==> src/common/spi_lp_pkg.sv <==
// Package for the low-power aware serial peripheral unit: register map, fields, reset values, codes.
// Assumes a 32-bit APB register bus and a 25 MHz core clock.
package spi_lp_pkg;
    localparam logic [7:0] ctrl_off = 8'h00;
    localparam logic [7:0] status_off = 8'h04;
    localparam logic [7:0] data_off = 8'h08;
    localparam logic [7:0] irq_mask_off = 8'h0c;
    localparam logic [7:0] baud_off = 8'h10;
    // Control register fields.
    localparam int module_enable_pos = 0;
    localparam int master_pos = 1;
    localparam int stop_in_wait_pos = 2;
    localparam int cpol_pos = 3;
    localparam int cpha_pos = 4;
    localparam int echo_pos = 5;
    // Status register fields.
    localparam int xfer_done_pos = 0;
    localparam int busy_pos = 1;
    localparam int lp_active_pos = 2;
    localparam logic [5:0] ctrl_reset = 6'h00;
    localparam logic [7:0] baud_reset = 8'h03;
    localparam logic [7:0] data_reset = 8'h00;
    localparam logic [3:0] bits_per_byte = 4'h8;
    localparam logic [31:0] unmapped_read = 32'h0000_0000;

    typedef enum logic [1:0] {
        st_idle = 2'b00,
        st_shift = 2'b01,
        st_done = 2'b11
    } xfer_state_t;
endpackage : spi_lp_pkg

==> src/hw/spi_lp_sync.sv <==
// Two-flip-flop synchroniser for a bundle of asynchronous levels.
// Assumes the inputs come from pins or a foreign clock domain.
`timescale 1ns/1ps
module spi_lp_sync #(
    parameter int width = 1
) (
    // Clock and reset
    input wire logic core_clk,
    input wire logic reset,
    // Levels
    input wire logic [width-1:0] async_in,
    output logic [width-1:0] sync_out
);
    logic [width-1:0] stage1;

    always_ff @(posedge core_clk) begin
        if (reset) begin
            stage1 <= '0;
            sync_out <= '0;
        end else begin
            stage1 <= async_in;
            sync_out <= stage1;
        end
    end
endmodule : spi_lp_sync

==> src/hw/spi_lp_core.sv <==
// Serial peripheral unit with run, wait and stop mode handling and an APB register file.
// Assumes pins and low-power indications are asynchronous; core_clk samples the serial clock.
`timescale 1ns/1ps
// Notes on behaviour
// RQ1 - Enable clear: unit idle, clocks gated, registers still accessible.
// RQ2 - Stop-in-wait clear: wait mode changes nothing.
// RQ3 - Stop-in-wait set: serial clock generation stops in wait mode.
// RQ4 - Master with stop-in-wait: transfer pauses at wait entry, resumes after.
// RQ5 - Slave with stop-in-wait keeps shifting while the master clocks.
// RQ6 - Slave sending data register keeps resending that byte during wait.
// RQ7 - Slave echoing keeps returning each previous master byte during wait.
// RQ8 - In wait or stop, slave flag and interrupt deferred until exit.
// RQ9 - Slave received byte copied to data register only after exit.
// RQ10 - Deferred flag and copy only when a transfer spans entry or exit; the code also flags and copies a transfer wholly inside the spell.
// RQ11 - Stopped module clock is treated as stop mode.
// RQ12 - Master in stop freezes the transfer and continues intact afterward.
// RQ13 - Slave in stop stays bit-synchronised to the master clock.
// RQ14 - Stop handling ignores the stop-in-wait bit.
// RQ15 - Separate wait and stop inputs, synchronised to the bus clock.
module spi_lp_core
    import spi_lp_pkg::*;
(
    // Clock and reset
    input wire logic core_clk,
    input wire logic reset,
    // APB slave
    input wire logic psel,
    input wire logic penable,
    input wire logic pwrite,
    input wire logic [7:0] paddr,
    input wire logic [31:0] pwdata,
    output logic [31:0] prdata,
    output logic pready,
    output logic pslverr,
    // System low-power indications
    input wire logic cpu_wait,
    input wire logic cpu_stop,
    input wire logic module_clk_on,
    // Serial pins
    input wire logic sck_in,
    output logic sck_out,
    output logic sck_oe,
    input wire logic miso_in,
    input wire logic mosi_in,
    output logic mosi_out,
    output logic mosi_oe,
    output logic miso_out,
    output logic miso_oe,
    input wire logic ss_n_in,
    // Interrupt
    output logic irq
);
    logic [5:0] ctrl;
    logic [7:0] baud;
    logic [7:0] serial_data_register;
    logic [7:0] tx_hold;
    logic [7:0] shifter;
    logic [7:0] rx_byte;
    logic [7:0] baud_cnt;
    logic [3:0] bit_cnt;
    logic [2:0] status;
    logic [2:0] irq_mask;
    logic [4:0] pin_sync;
    logic sck_prev;
    logic sck_gen;
    logic rx_pending;
    logic lp_busy_mark;
    logic lp_prev;
    logic tx_load;
    logic in_wait, in_stop, clk_static, lp_now, lp_slave_defer, master_hold, enabled;
    logic sck_s, miso_s, mosi_s, ss_s, mclk_s;
    logic sample_edge, shift_edge, slave_active, xfer_end;
    logic apb_write, apb_read, set_done;
    xfer_state_t state;
    xfer_state_t next_state;

    function automatic logic mapped(input logic [7:0] a);
        mapped = (a == ctrl_off) || (a == status_off) || (a == data_off) || (a == irq_mask_off) || (a == baud_off);
    endfunction : mapped

    // Pins and module clock pass two flops; wait and stop have their own synchroniser.
    spi_lp_sync #(.width(5)) pin_sync_u (
        .core_clk(core_clk),
        .reset(reset),
        .async_in({sck_in, miso_in, mosi_in, ss_n_in, module_clk_on}),
        .sync_out(pin_sync)
    );
    logic [1:0] lp_sync;
    spi_lp_sync #(.width(2)) lp_sync_u (
        .core_clk(core_clk),
        .reset(reset),
        .async_in({cpu_wait, cpu_stop}),
        .sync_out(lp_sync)
    ); // RQ15
    assign {sck_s, miso_s, mosi_s, ss_s, mclk_s} = pin_sync;

    assign enabled = ctrl[module_enable_pos]; // RQ1
    assign in_wait = lp_sync[1] && ctrl[stop_in_wait_pos]; // RQ2 RQ3
    assign clk_static = !mclk_s; // RQ11
    assign in_stop = lp_sync[0] || clk_static; // RQ14
    assign lp_now = in_wait || in_stop;
    assign master_hold = ctrl[master_pos] && lp_now; // RQ4 RQ12
    assign lp_slave_defer = !ctrl[master_pos] && lp_now; // RQ8

    // APB access: zero wait states.
    assign apb_write = psel && penable && pwrite;
    assign apb_read = psel && penable && !pwrite;
    assign pready = 1'b1;
    assign pslverr = psel && penable && !mapped(paddr);

    always_ff @(posedge core_clk) begin
        if (reset) begin
            prdata <= unmapped_read;
        end else if (psel && !penable && !pwrite) begin
            case (paddr)
                ctrl_off: prdata <= {26'h0, ctrl};
                status_off: prdata <= {29'h0, status};
                data_off: prdata <= {24'h0, serial_data_register};
                irq_mask_off: prdata <= {29'h0, irq_mask};
                baud_off: prdata <= {24'h0, baud};
                default: prdata <= unmapped_read;
            endcase
        end
    end

    always_ff @(posedge core_clk) begin
        if (reset) begin
            ctrl <= ctrl_reset;
            baud <= baud_reset;
            irq_mask <= 3'h0;
        end else if (apb_write) begin
            case (paddr)
                ctrl_off: ctrl <= pwdata[5:0];
                baud_off: baud <= pwdata[7:0];
                irq_mask_off: irq_mask <= pwdata[2:0];
                default: ;
            endcase
        end
    end

    // Transmit byte written by software; a write while idle loads the master.
    assign tx_load = apb_write && paddr == data_off;
    always_ff @(posedge core_clk) begin
        if (reset) begin
            tx_hold <= data_reset;
        end else if (tx_load) begin
            tx_hold <= pwdata[7:0];
        end
    end

    // Serial clock generation, stopped when disabled or held by low power.
    always_ff @(posedge core_clk) begin
        if (reset || !enabled || !ctrl[master_pos] || state != st_shift) begin
            baud_cnt <= 8'h00;
            sck_gen <= 1'b0;
        end else if (!master_hold) begin // RQ3 RQ4 RQ12
            if (baud_cnt == baud) begin
                baud_cnt <= 8'h00;
                sck_gen <= !sck_gen;
            end else begin
                baud_cnt <= baud_cnt + 8'h01;
            end
        end
    end

    always_ff @(posedge core_clk) begin
        if (reset) begin
            sck_prev <= 1'b0;
        end else begin
            sck_prev <= ctrl[master_pos] ? (sck_gen ^ ctrl[cpol_pos]) : sck_s;
        end
    end

    // Leading edge samples when phase is zero; trailing edge otherwise.
    logic sck_now, lead_edge, trail_edge;
    // The generator counts from zero; the polarity bit sets the idle level of the line.
    assign sck_now = ctrl[master_pos] ? (sck_gen ^ ctrl[cpol_pos]) : sck_s;
    assign lead_edge = (sck_now != sck_prev) && (sck_now != ctrl[cpol_pos]);
    assign trail_edge = (sck_now != sck_prev) && (sck_now == ctrl[cpol_pos]);
    assign slave_active = !ctrl[master_pos] && !ss_s;
    assign sample_edge = ctrl[cpha_pos] ? trail_edge : lead_edge;
    assign shift_edge = ctrl[cpha_pos] ? lead_edge : trail_edge;
    assign xfer_end = sample_edge && bit_cnt == bits_per_byte - 4'h1;

    always_comb begin
        next_state = state;
        case (state)
            st_idle: begin
                if (ctrl[master_pos] && tx_load) begin
                    next_state = st_shift;
                end else if (slave_active) begin
                    next_state = st_shift;
                end
            end
            st_shift: begin
                if (xfer_end) begin
                    next_state = st_done;
                end else if (!ctrl[master_pos] && ss_s) begin
                    next_state = st_idle;
                end
            end
            st_done: next_state = st_idle;
            default: next_state = st_idle;
        endcase
    end

    always_ff @(posedge core_clk) begin
        if (reset || !enabled) begin
            state <= st_idle; // RQ1
        end else begin
            state <= next_state;
        end
    end

    // Shift register keeps running for a slave whatever the power mode.
    always_ff @(posedge core_clk) begin
        if (reset || !enabled) begin
            shifter <= data_reset;
            bit_cnt <= 4'h0;
        end else if (state == st_idle) begin
            bit_cnt <= 4'h0;
            if (next_state == st_shift) begin
                // Echo mode returns the last byte received; otherwise the data register value.
                // A master start comes from the data write itself, before the holding register has it.
                shifter <= ctrl[echo_pos] ? rx_byte : (tx_load ? pwdata[7:0] : tx_hold); // RQ6 RQ7
            end
        end else if (state == st_shift) begin
            if (sample_edge) begin // RQ5 RQ13
                shifter <= {shifter[6:0], ctrl[master_pos] ? miso_s : mosi_s};
                bit_cnt <= bit_cnt + 4'h1;
            end
        end
    end

    always_ff @(posedge core_clk) begin
        if (reset) begin
            rx_byte <= data_reset;
        end else if (state == st_done) begin
            rx_byte <= shifter;
        end
    end

    // A transfer seen active at low-power entry or ending inside it is marked for deferral.
    always_ff @(posedge core_clk) begin
        if (reset || !enabled) begin
            lp_prev <= 1'b0;
            lp_busy_mark <= 1'b0;
            rx_pending <= 1'b0;
        end else begin
            lp_prev <= lp_slave_defer;
            if (lp_slave_defer && !lp_prev && state != st_idle) begin
                lp_busy_mark <= 1'b1; // RQ10
            end
            if (lp_slave_defer && state == st_done) begin
                rx_pending <= 1'b1; // RQ9
            end else if (!lp_slave_defer) begin
                lp_busy_mark <= 1'b0;
                rx_pending <= 1'b0;
            end
        end
    end

    // Data register takes the byte at completion, or at low-power exit when deferred.
    logic exit_copy;
    assign exit_copy = !lp_slave_defer && lp_prev && (rx_pending || (lp_busy_mark && state == st_idle)); // RQ10
    always_ff @(posedge core_clk) begin
        if (reset) begin
            serial_data_register <= data_reset;
        end else if (state == st_done && !lp_slave_defer) begin
            serial_data_register <= shifter;
        end else if (exit_copy) begin
            serial_data_register <= rx_byte; // RQ9
        end
    end

    assign set_done = (state == st_done && !lp_slave_defer) || exit_copy; // RQ8
    // One process owns the whole status word; a completion beats a clear in the same cycle.
    always_ff @(posedge core_clk) begin
        if (reset) begin
            status <= 3'h0;
        end else begin
            if (set_done) begin
                status[xfer_done_pos] <= 1'b1;
            end else if (apb_write && paddr == status_off && pwdata[xfer_done_pos]) begin
                status[xfer_done_pos] <= 1'b0;
            end
            status[busy_pos] <= state != st_idle;
            status[lp_active_pos] <= lp_now;
        end
    end

    assign irq = status[xfer_done_pos] && irq_mask[xfer_done_pos];

    // Pin drive: master drives clock and data out, slave drives its output while selected.
    always_ff @(posedge core_clk) begin
        if (reset) begin
            sck_out <= 1'b0;
            sck_oe <= 1'b0;
            mosi_out <= 1'b0;
            mosi_oe <= 1'b0;
            miso_out <= 1'b0;
            miso_oe <= 1'b0;
        end else begin
            sck_out <= sck_gen ^ ctrl[cpol_pos];
            sck_oe <= enabled && ctrl[master_pos];
            mosi_out <= shifter[7];
            mosi_oe <= enabled && ctrl[master_pos];
            miso_out <= shifter[7];
            miso_oe <= enabled && slave_active;
        end
    end

    logic unused_shift;
    assign unused_shift = shift_edge;
endmodule : spi_lp_core

==> config.mk <==
export PLATFORM = sky130hd
export DESIGN_NAME = spi_lp_core
export DESIGN_NICKNAME = d
export VERILOG_FILES = /design/src/common/spi_lp_pkg.sv /design/src/hw/spi_lp_sync.sv /design/src/hw/spi_lp_core.sv
export SDC_FILE = /design/constraint.sdc
export NUM_CORES = 1
export LEC_CHECK = 0
export BUFFER_PORTS_ARGS = -buffer_cell sky130_fd_sc_hd__buf_2
export CORE_MARGIN = 2
export CORE_UTILIZATION = 49
export CTS_CLUSTER_SIZE = 24
export DETAILED_ROUTE_END_ITERATION = 6
export HOLD_SLACK_MARGIN = 0.08
export PLACE_DENSITY = 0.81
export SLEW_MARGIN = 25
export SYNTH_ARGS = -nofsm -noshare
export SYNTH_HDL_FRONTEND = slang
export SYNTH_HIERARCHICAL = 1
export SYNTH_SLANG_ARGS = --single-unit
==> constraint.sdc <==
create_clock -name core_clk -period 2 [get_ports core_clk]
set_clock_uncertainty 0.2 [all_clocks]
set_input_delay 0.4 -clock core_clk [delete_from_list [all_inputs] [get_ports core_clk]]
set_output_delay 0.4 -clock core_clk [all_outputs]
set_load 0.05 [all_outputs]
==> results.yml, run 1 <==
critical_path:
  r2r_slack_ps: -40
  required_ps: 2050
  r2r_cells: 6
  worstPathArrival_ps: 2090
  cp_max_fo: 6
  cp_cell_sequence: "xor2_2, mux2i_4, a2111oi_4, buf_4, mux2i_2, nor2_1"
  cp-end-kind: "register"
  slowest_stage: "a2111oi_4"
  start_kind: "register"
  cpPeakStageDelay_ps: 470
  cp-startpoint: "ctrl[3]"
  r2r_start: "ctrl[3]"
  r2r_end: "bit_cnt[1]"
  worstSetupPathType: "reg -> reg"
grt:
  track_usage: 0.205
  grt_pass1_wl_um: 16000
  grt_overflow_total: 0
  antenna_found_initial: 0
  grt_pass1_vias: 3433
  grt_max_degree: 41
pwr:
  p_leak_nw: 2.14
  internal_power_mw: 2.48
  ir_drop_v: 0.000373
  powerDensity_nw_per_um2: 652
  seqPwrFrac: 0.573
  combPwrFrac: 0.083
  power_switching_uw: 918
  p_total_mw: 3.40
  switching_share: 0.270
  power.share.clock: 0.343
logic_synthesis:
  avgSynthCellArea_um2: 9.22
  ys.flop_type: "dfxtp_1"
  ys_seq_area_frac: 0.441
  ys_ff_latch: 97
  syn_inst: 478
  synth_edf_count: 0
  synth-async-reset-ratio: 0
  synth_cell_type_count: 51
  syn_area_um2: 4410
  ys_warn_count: 6
clock_network:
  clkTransAtPathRegs_ps: 100
  numCtsBuffers: 9
  clock_latency_ps: 370
  cts.sinks: 97
  h-tree-depth: 3
  root_buffer: "clkbuf_8"
  cts_tree: "done"
  cts_buffer_depth: 2
sta:
  slew_viol_final: 0
  fmax_ghz: 0.490
  hold_viol: 0
  fin_ws_ps: -42.2
  hold_ws_ps: 95.1
  slew_headroom: 0.664
  rsz0062_at_grt: "true"
  fin_crit_sh: 1.02
  period_needed_ps: 2040
  setup_viol: 7
  tightest_slew_ps: 499
run_status:
  violations: "negative setup slack"
  outcome: "complete, but fails checks"
route:
  vias: 3664
  antenna_left: 0
  wl_per_cell_um: 15.1
  first_pass_iters: 5
  remaining_drc_errors: 0
  viasPerCell: 5.52
  drt-initial-drc-count: 182
  totalWireLength_um: 10000
die:
  initial_core_util: 0.505
  die_w_um: 98.8
  die-area_um2: 9770
  rows: 34
  coreArea_um2: 8720
  die_h_um: 98.8
  ioPinCount: 93
placed_design:
  postPlaceCellArea_um2: 4810
  dp.final_hpwl_um: 7100
  port_buffers: 43
  place_ws_ps: -223
  gp_congestion: 0.873
finish:
  final_layout_size_suffix_gt1_frac: 0.255
  fin_util: 0.599
  final_area_um2: 5220
  area_delta_synth_final_pct: 18.5
  fin_nets: 605
  antenna-diode-count: 0
worst_hold_path:
  whs_endpoint: "baud[6]"
  hp-start: "pwdata[6]"
  hold_depth: 3
  holdCritPathClass: "in -> reg"
flow_run:
  cap_violations: 0
-- cell families (layout without fill, tap and decap cells) --
| family | Yosys count | count (layout) | synth area share |
|---|---|---|---|
| adder cells (fa/ha/maj) | 2 | 2 | 0.00568 |
| XOR/XNOR | 20 | 20 | 0.0398 |
| buffers and inverters | 57 | 112 | 0.0787 |
| other | 2 | 25 | 0.00170 |
| multiplexers | 20 | 20 | 0.0466 |
| AO/OA/AOI/OAI | 99 | 99 | 0.170 |
| flip-flops | 97 | 97 | 0.441 |
| AND/OR/NAND/NOR | 181 | 181 | 0.217 |
-- power by group through the flow --
stage                     registers [mW]  clock network [mW]  logic, mW
after floorplan                     2.01                   0      0.214
after global placement              2.00                   0      0.258
after detailed placement            2.00                   0      0.263
after CTS                           1.95                1.19      0.278
after global routing                1.95                1.26      0.299
final                               1.95                1.17      0.283
-- how the worst max path moves through the flow --
stage,end,depth (start not counted)
global route,bit_cnt[1],6
finish,bit_cnt[1],6
CTS,shifter[0],6
floorplan,pslverr,6
global placement,shifter[1],6
detailed placement,shifter[0],6
-- area by class of cell --
class	instances	area [um^2]
clock buffers	9	124
fillers	694	3500
inverters	3	11.3
clock inverters	7	53.8
well taps	108	135
flip-flops and latches	97	1950
multi-input cells	347	2330
repair buffers	93	618
-- metrics by stage --
stage | TNS (ps) | std cells
after global routing | -782 | 664
after CTS | -9.05 | 662
after global placement | -3720 | 636
after floorplan | -317 | 501
final | -152 | 664
after detailed placement | -4630 | 636
-- state kept, by name, summed over array words and instances (netlist names), 4 cells and up --
signal                cells
bit_cnt                   4
baud_cnt                  8
shifter                   8
rx_byte                   8
ctrl                      6
serial_data_register      8
baud                      8
pin_sync_u/sync_out       5
prdata                    8
tx_hold                   8
pin_sync_u/stage1         5
-- critical path: cells and delay by family (launching register included) --
family	cells	cell delay, ps
buffers and inverters	1	190
muxes	2	430
AOI/OAI and AO/OA	1	470
xor gates and xnor gates	1	180
and+or+nand+nor	1	60
DFF	1	400
-- routing by layer --
metal,wire length [um],share of wire,track usage
met1,4150,0.41,0.249
met2,5110,0.51,0.351
met3,499,0.050,0.0376
met4,265,0.026,0.0927
met5,0,0,0
-- cell usage in the layout, fill, tap and decap left out, types with 4 or more instances in the layout --
master | netlist | routed
mux2_2 | 4 | 4
a21oi_1 | 35 | 35
a32o_1 | 9 | 7
a211oi_1 | 4 | 4
buf_2 | 4 | 42
o21a_1 | 6 | 6
o221ai_1 | 7 | 7
o21ai_0 | 11 | 11
and3_1 | 5 | 4
nand4_1 | 7 | 7
buf_4 | 28 | 42
mux2i_1 | 16 | 14
conb_1 | 2 | 25
and2_1 | 5 | 5
nand3_1 | 18 | 18
dfxtp_1 | 97 | 92
nand2_1 | 46 | 46
nor2b_1 | 21 | 19
dlygate4sd3_1 | 0 | 7
clkbuf_8 | 0 | 9
a22oi_1 | 5 | 5
nor2_1 | 43 | 42
xor2_1 | 16 | 15
nand3b_1 | 10 | 10
nand2b_1 | 4 | 4
nor3_1 | 5 | 4
-- cells in the mapped netlist (all sizes together) (5+ instances only) --
cell	n	area (um^2)
a21oi	35	175
o221ai	7	61.3
a32o	9	90.1
nand4	7	43.8
nor4	5	46.3
o21ai	12	60.1
nand3b	10	75.1
nand3	19	100
clkbuf	19	71.3
a22oi	5	37.5
nor2	43	161
xor2	16	140
and3	8	53.8
dfxtp	97	1940
and2	5	31.3
o21a	6	45.0
a211oi	5	42.5
nand2	46	173
nor3	5	25.0
mux2i	16	160
buf	35	264
nor2b	21	131
-- timing repair --
item | in CTS | in global routing
setup buffers | 4 | 3
endpoints found under the setup margin | 15 | 22
hold buffers | 7 | 0
pin swaps | 5 | 14
hold endpoints to repair | 7 | 0
gates resized for setup | 13 | 20
No activity file was read; power rests on OpenSTA's default activity.
==> inputs of run 2 (changes only) <==
CORE_UTILIZATION = 42   (was 49)
PLACE_DENSITY = 0.71   (was 0.81)
==> run 2 against run 1 <==
The run now ends clean. Register-to-register slack improved by 90 ps. Non-clock buffer count is 4 higher. Die area rose by 16%. Critical endpoint is now shifter[4].
==> results.yml, run 2 (synthesis gave the netlist of run 1 again) <==
finish:
  finish.cell_count_without_fillers: 695
  fin_nets: 609
  nFillCells: 918
  final_cell_mix: "dfxtp_1, buf_4, nand2_1, nor2_1, buf_2"
  antenna-diode-count: 0
  final_common_cell: "dfxtp_1"
  multi_input_area_um2: 2270
  final_layout_size_suffix_gt1_frac: 0.240
  area_delta_synth_final_pct: 19.3
  ff_latch_area_um2: 1950
  fin_util: 0.514
sta:
  hold_viol: 0
  rsz0062_at_grt: "true"
  period_needed_ps: 1950
  fin_ws_ps: 49.0
  setup_viol: 0
  fmax_ghz: 0.513
  slew_viol_final: 0
  fin_crit_sh: 0.975
grt:
  track_usage: 0.180
  grt_pass1_wl_um: 16400
  grt_max_degree: 45
  grt_pass1_vias: 3442
  grt_overflow_total: 0
  antenna_found_initial: 0
die:
  die_w_um: 106
  ioPinCount: 93
  initial_core_util: 0.431
  coreArea_um2: 10200
  die_h_um: 106
  die-area_um2: 11300
  rows: 37
clock_network:
  cts_buffer_depth: 2
  clock_latency_ps: 360
  cts.sinks: 97
  clkTransAtPathRegs_ps: 90
  numCtsBuffers: 9
  cts_tree: "done"
  h-tree-depth: 3
  root_buffer: "clkbuf_8"
worst_hold_path:
  hp-start: "pwdata[3]"
  holdCritPathClass: "in -> reg"
critical_path:
  cp-end-kind: "register"
  r2r_start: "ctrl[4]"
  worstPathArrival_ps: 2010
  required_ps: 2060
  start_kind: "register"
  cp_max_fo: 7
  cp-startpoint: "ctrl[4]"
  worstSetupPathType: "reg -> reg"
pwr:
  seqPwrFrac: 0.541
  p_leak_nw: 2.17
  combPwrFrac: 0.078
  switching_share: 0.235
  power_switching_uw: 845
  power.share.clock: 0.380
  powerDensity_nw_per_um2: 685
  p_total_mw: 3.60
  ir_drop_v: 0.000403
  internal_power_mw: 2.76
placed_design:
  dpl.cell_count: 669
  dp.final_hpwl_um: 7230
  gp_congestion: 0.911
  port_buffers: 43
  place_ws_ps: -229
route:
  antenna_left: 0
  vias: 3569
  first_pass_iters: 7
  wl_per_cell_um: 14.2
  remaining_drc_errors: 0
  drt-initial-drc-count: 280
  viasPerCell: 5.14
  totalWireLength_um: 9880
run_status:
  outcome: "complete, no violations"
flow_run:
  cap_violations: 0
## run 2: cell count changes in the layout (fill, tap and decap cells not counted), sizes merged
cell / before / now
buf: 86 / 90
inv: 5 / 3
clkbuf: 9 / 12
bufinv: 0 / 2
clkinv: 2 / 1
clkinvlp: 3 / 0
## run 2: critical path, cell delays in order, from the launching register on
cell and delay (ps):
dfxtp_4 390, and4bb_2 250, a2111oi_4 340, a21o_1 200, a2111oi_4 90, buf_4 180
a32o_1 200
## run 2: worst paths after layout
kind | end | slack, ps | cells past startpoint
max reg2reg | shifter[4] | 50 | 6
min | ctrl[3] | 120 | 3
max | shifter[4] | 50 | 6
min reg2reg | miso_oe | 230 | 1
## run 2: cell type report
type                            instances  share of cell area
Tap cell                              136              0.0324
Inverter                                3             0.00214
Clock buffer                           12              0.0276
Timing Repair Buffer                   97               0.123
Clock inverter                          3              0.0124
Multi-Input combinational cell        347               0.431
Sequential cell                        97               0.372
## run 2: metrics by stage
step / area (um^2) / setup TNS, ps / hold WS [ps]
detailed placement: 4880 / -4750 / 224
CTS: 5200 / -7.67 / 98.6
finish: 5250 / 0 / 117
floorplan: 4510 / -317 / 199
global route: 5250 / -159 / 114
global placement: 4880 / -4350 / 223
## run 2: power groups by stage
stage / clock, mW / combinational [mW] / sequential, mW
6_report: 1.37 / 0.282 / 1.95
5_1_grt: 1.50 / 0.299 / 1.95
4_1_cts: 1.40 / 0.279 / 1.95
3_5_place_dp: 0 / 0.265 / 2.00
3_3_place_gp: 0 / 0.261 / 2.00
2_1_floorplan: 0 / 0.214 / 2.01
## run 2: metal layers
metal	wire length [um]	vias to the layer above	global-route usage
li1	-	1793	-
met1	4360	1683	0.226
met2	4980	84	0.304
met3	406	9	0.0399
met4	146	0	0.0622
met5	0	-	0
## run 2: timing repair
action	CTS	global route
endpoints found under the hold margin	7	0
setup endpoints to repair	13	25
setup buffers	4	2
gates resized for setup	6	11
hold buffers	7	0
pin swaps	3	5
==> inputs of run 3 (changes only) <==
ABC_AREA = 1   (was default)
CORE_MARGIN = 3   (was 2)
CORE_UTILIZATION = 40   (was 42)
PLACE_DENSITY = 0.68   (was 0.71)
==> run 3 against run 2 <==
Area after synthesis grew 6.6%. Power grew 9.0%. Non-clock buffer count shrank 35. Setup slack gained 61 ps. Critical path depth grew 4. Highest routed layer unchanged.
==> results.yml, run 3 <==
logic_synthesis:
  synth_top_cells_by_area: "dfxtp_1, nand2_1, nor2_1"
  avgSynthCellArea_um2: 7.33
  synth_commonest_cells: "nand2_1, dfxtp_1, nor2_1, inv_1, a21oi_1"
  ys_ff_latch: 97
  ys.flop_type: "dfxtp_1"
  synth_edf_count: 0
  synth_top_area_cell: "dfxtp_1"
  yosysMostFrequentCell: "nand2_1"
  syn_inst: 641
  ys_seq_area_frac: 0.413
  synth_cell_type_count: 44
  syn_area_um2: 4700
  synth-async-reset-ratio: 0
  ys_warn_count: 6
  yosysTopAreaCellShare: 0.413
route:
  viasPerCell: 4.86
  vias: 4080
  wl_per_cell_um: 12.9
  remaining_drc_errors: 0
  drt-initial-drc-count: 239
  totalWireLength_um: 10800
  antenna_left: 0
  first_pass_iters: 5
die:
  rows: 38
  die-area_um2: 13100
  die_w_um: 114
  die_h_um: 114
  ioPinCount: 93
  initial_core_util: 0.420
  coreArea_um2: 11200
clock_network:
  h-tree-depth: 3
  clock_latency_ps: 340
  cts.sinks: 97
  numCtsBuffers: 9
  cts_buffer_depth: 2
  root_buffer: "clkbuf_16"
  cts_setup_buffers: 0
  cts_tree: "done"
  clkTransAtPathRegs_ps: 70
finish:
  area_delta_synth_final_pct: 13.7
  final_cell_mix: "nand2_1, dfxtp_1, nor2_1, inv_1, a21oi_1"
  final_area_um2: 5340
  final_layout_size_suffix_gt1_frac: 0.179
  final_common_cell: "nand2_1"
  fin_nets: 748
  antenna-diode-count: 0
placed_design:
  postPlaceCellArea_um2: 4980
  place_ws_ps: 30.3
  dp.final_hpwl_um: 8120
  port_buffers: 43
  gp_congestion: 0.913
critical_path:
  r2r_end: "serial_data_register[6]"
  cp-startpoint: "paddr[1]"
  r2r_slack_ps: 210
  worstPathArrival_ps: 1290
  required_ps: 1400
  r2r_start: "ctrl[1]"
  r2r_cells: 6
  cp-endpoint: "pslverr"
  worstSetupPathType: "in -> out"
  start_kind: "primary input"
  cp-end-kind: "output pin"
  cp_max_fo: 3
grt:
  grt_pass1_vias: 3822
  grt_pass1_wl_um: 17800
  grt_overflow_total: 0
  antenna_found_initial: 0
  grt_max_degree: 42
  track_usage: 0.169
sta:
  tns_ps: 0
  rsz0062_at_grt: "false"
  fmax_ghz: 0.529
  hold_viol: 0
  period_needed_ps: 1890
  fin_ws_ps: 110
  fin_crit_sh: 0.945
  setup_viol: 0
  slew_viol_final: 0
run_status:
  outcome: "complete, no violations"
pwr:
  p_total_mw: 3.92
  ir_drop_v: 0.000357
  p_leak_nw: 2.34
  powerDensity_nw_per_um2: 735
flow_run:
  cap_violations: 0
worst_hold_path:
  holdCritPathClass: "in -> reg"
==> run 3: cell count changes in the layout (fill, tap and decap cells not counted), moves of 16 or more <==
cell,before,now
inv_1,3,61
nand2_1,46,123
nand3_1,18,39
nor2b_1,21,0
a21oi_1,35,52
mux2i_1,16,0
nor2_1,42,80
o21ai_0,11,40
buf_4,47,11
==> run 3: cell families (layout without fill, tap and decap cells) <==
logic type / Yosys count / count (layout) / synth area share
compound gates: 110 / 110 / 0.125
simple gates: 292 / 292 / 0.297
fa+ha+maj: 2 / 2 / 0.00533
buf+inv: 126 / 161 / 0.136
other cells: 2 / 25 / 0.00160
flops: 97 / 97 / 0.413
xor+xnor: 12 / 12 / 0.0224
==> run 3: final cells by class <==
cell class	count	area, um^2
fillers	1131	5830
multi-input cells	441	2220
flip-flops and latches	97	1940
well taps	140	175
inverters	83	314
clock inverters	6	51.3
repair buffers	62	403
clock buffers	10	239
==> run 3: worst max-delay path, cell delays in order <==
cell      delay, ps
buf_2           100
inv_1            50
nand2_2          80
nor2_2           50
nand2_2          90
inv_2            60
nand2_4          60
inv_2            50
a211oi_4        140
buf_4           220
==> run 3: report_power, final <==
group	leakage, nW	internal [mW]	total [mW]	switching, mW
Combinational	1.42	0.0697	0.295	0.225
Clock	0.140	0.893	1.67	0.781
Sequential	0.785	1.95	1.95	0.00662
Total	2.34	2.91	3.92	1.01
==> run 3: worst min-delay path by stage <==
| stage | start | endpoint | slack, ps | cells after the start |
|---|---|---|---|---|
| 6_report | pwdata[7] | baud[7] | 140 | 3 |
| 5_1_grt | pwdata[6] | tx_hold[6] | 160 | 3 |
| 4_1_cts | pwdata[6] | tx_hold[6] | 140 | 3 |
| 3_5_place_dp | pin_sync_u/stage1[1] | pin_sync_u/sync_out[1] | 200 | 2 |
| 3_3_place_gp | lp_sync_u/stage1[0] | lp_sync_u/sync_out[0] | 190 | 2 |
| 2_1_floorplan | lp_sync_u/stage1[0] | lp_sync_u/sync_out[0] | 190 | 2 |
==> run 3: what timing repair did <==
| item | CTS | global route |
|---|---|---|
| resized for setup | 0 | 3 |
| endpoints found under the hold margin | 7 | 0 |
| setup endpoints to repair | 0 | 1 |
| hold buffers | 7 | 0 |
==> run 3: metal layers <==
metal  vias to the layer above  global-route usage  wire [um]
met5                         -                   0          0
met4                         0              0.0752        270
met3                        19              0.0233        507
met2                       114               0.290       5260
met1                      1862               0.212       4780
li1                       2085                   -          -
==> run 3: per-stage QoR <==
step,utilization,std cells,hold slack [ps]
2_1_floorplan,-,664,188
3_3_place_gp,0.446,816,193
3_5_place_dp,0.446,816,195
4_1_cts,0.478,839,138
5_1_grt,0.478,839,165
6_report,0.478,839,143
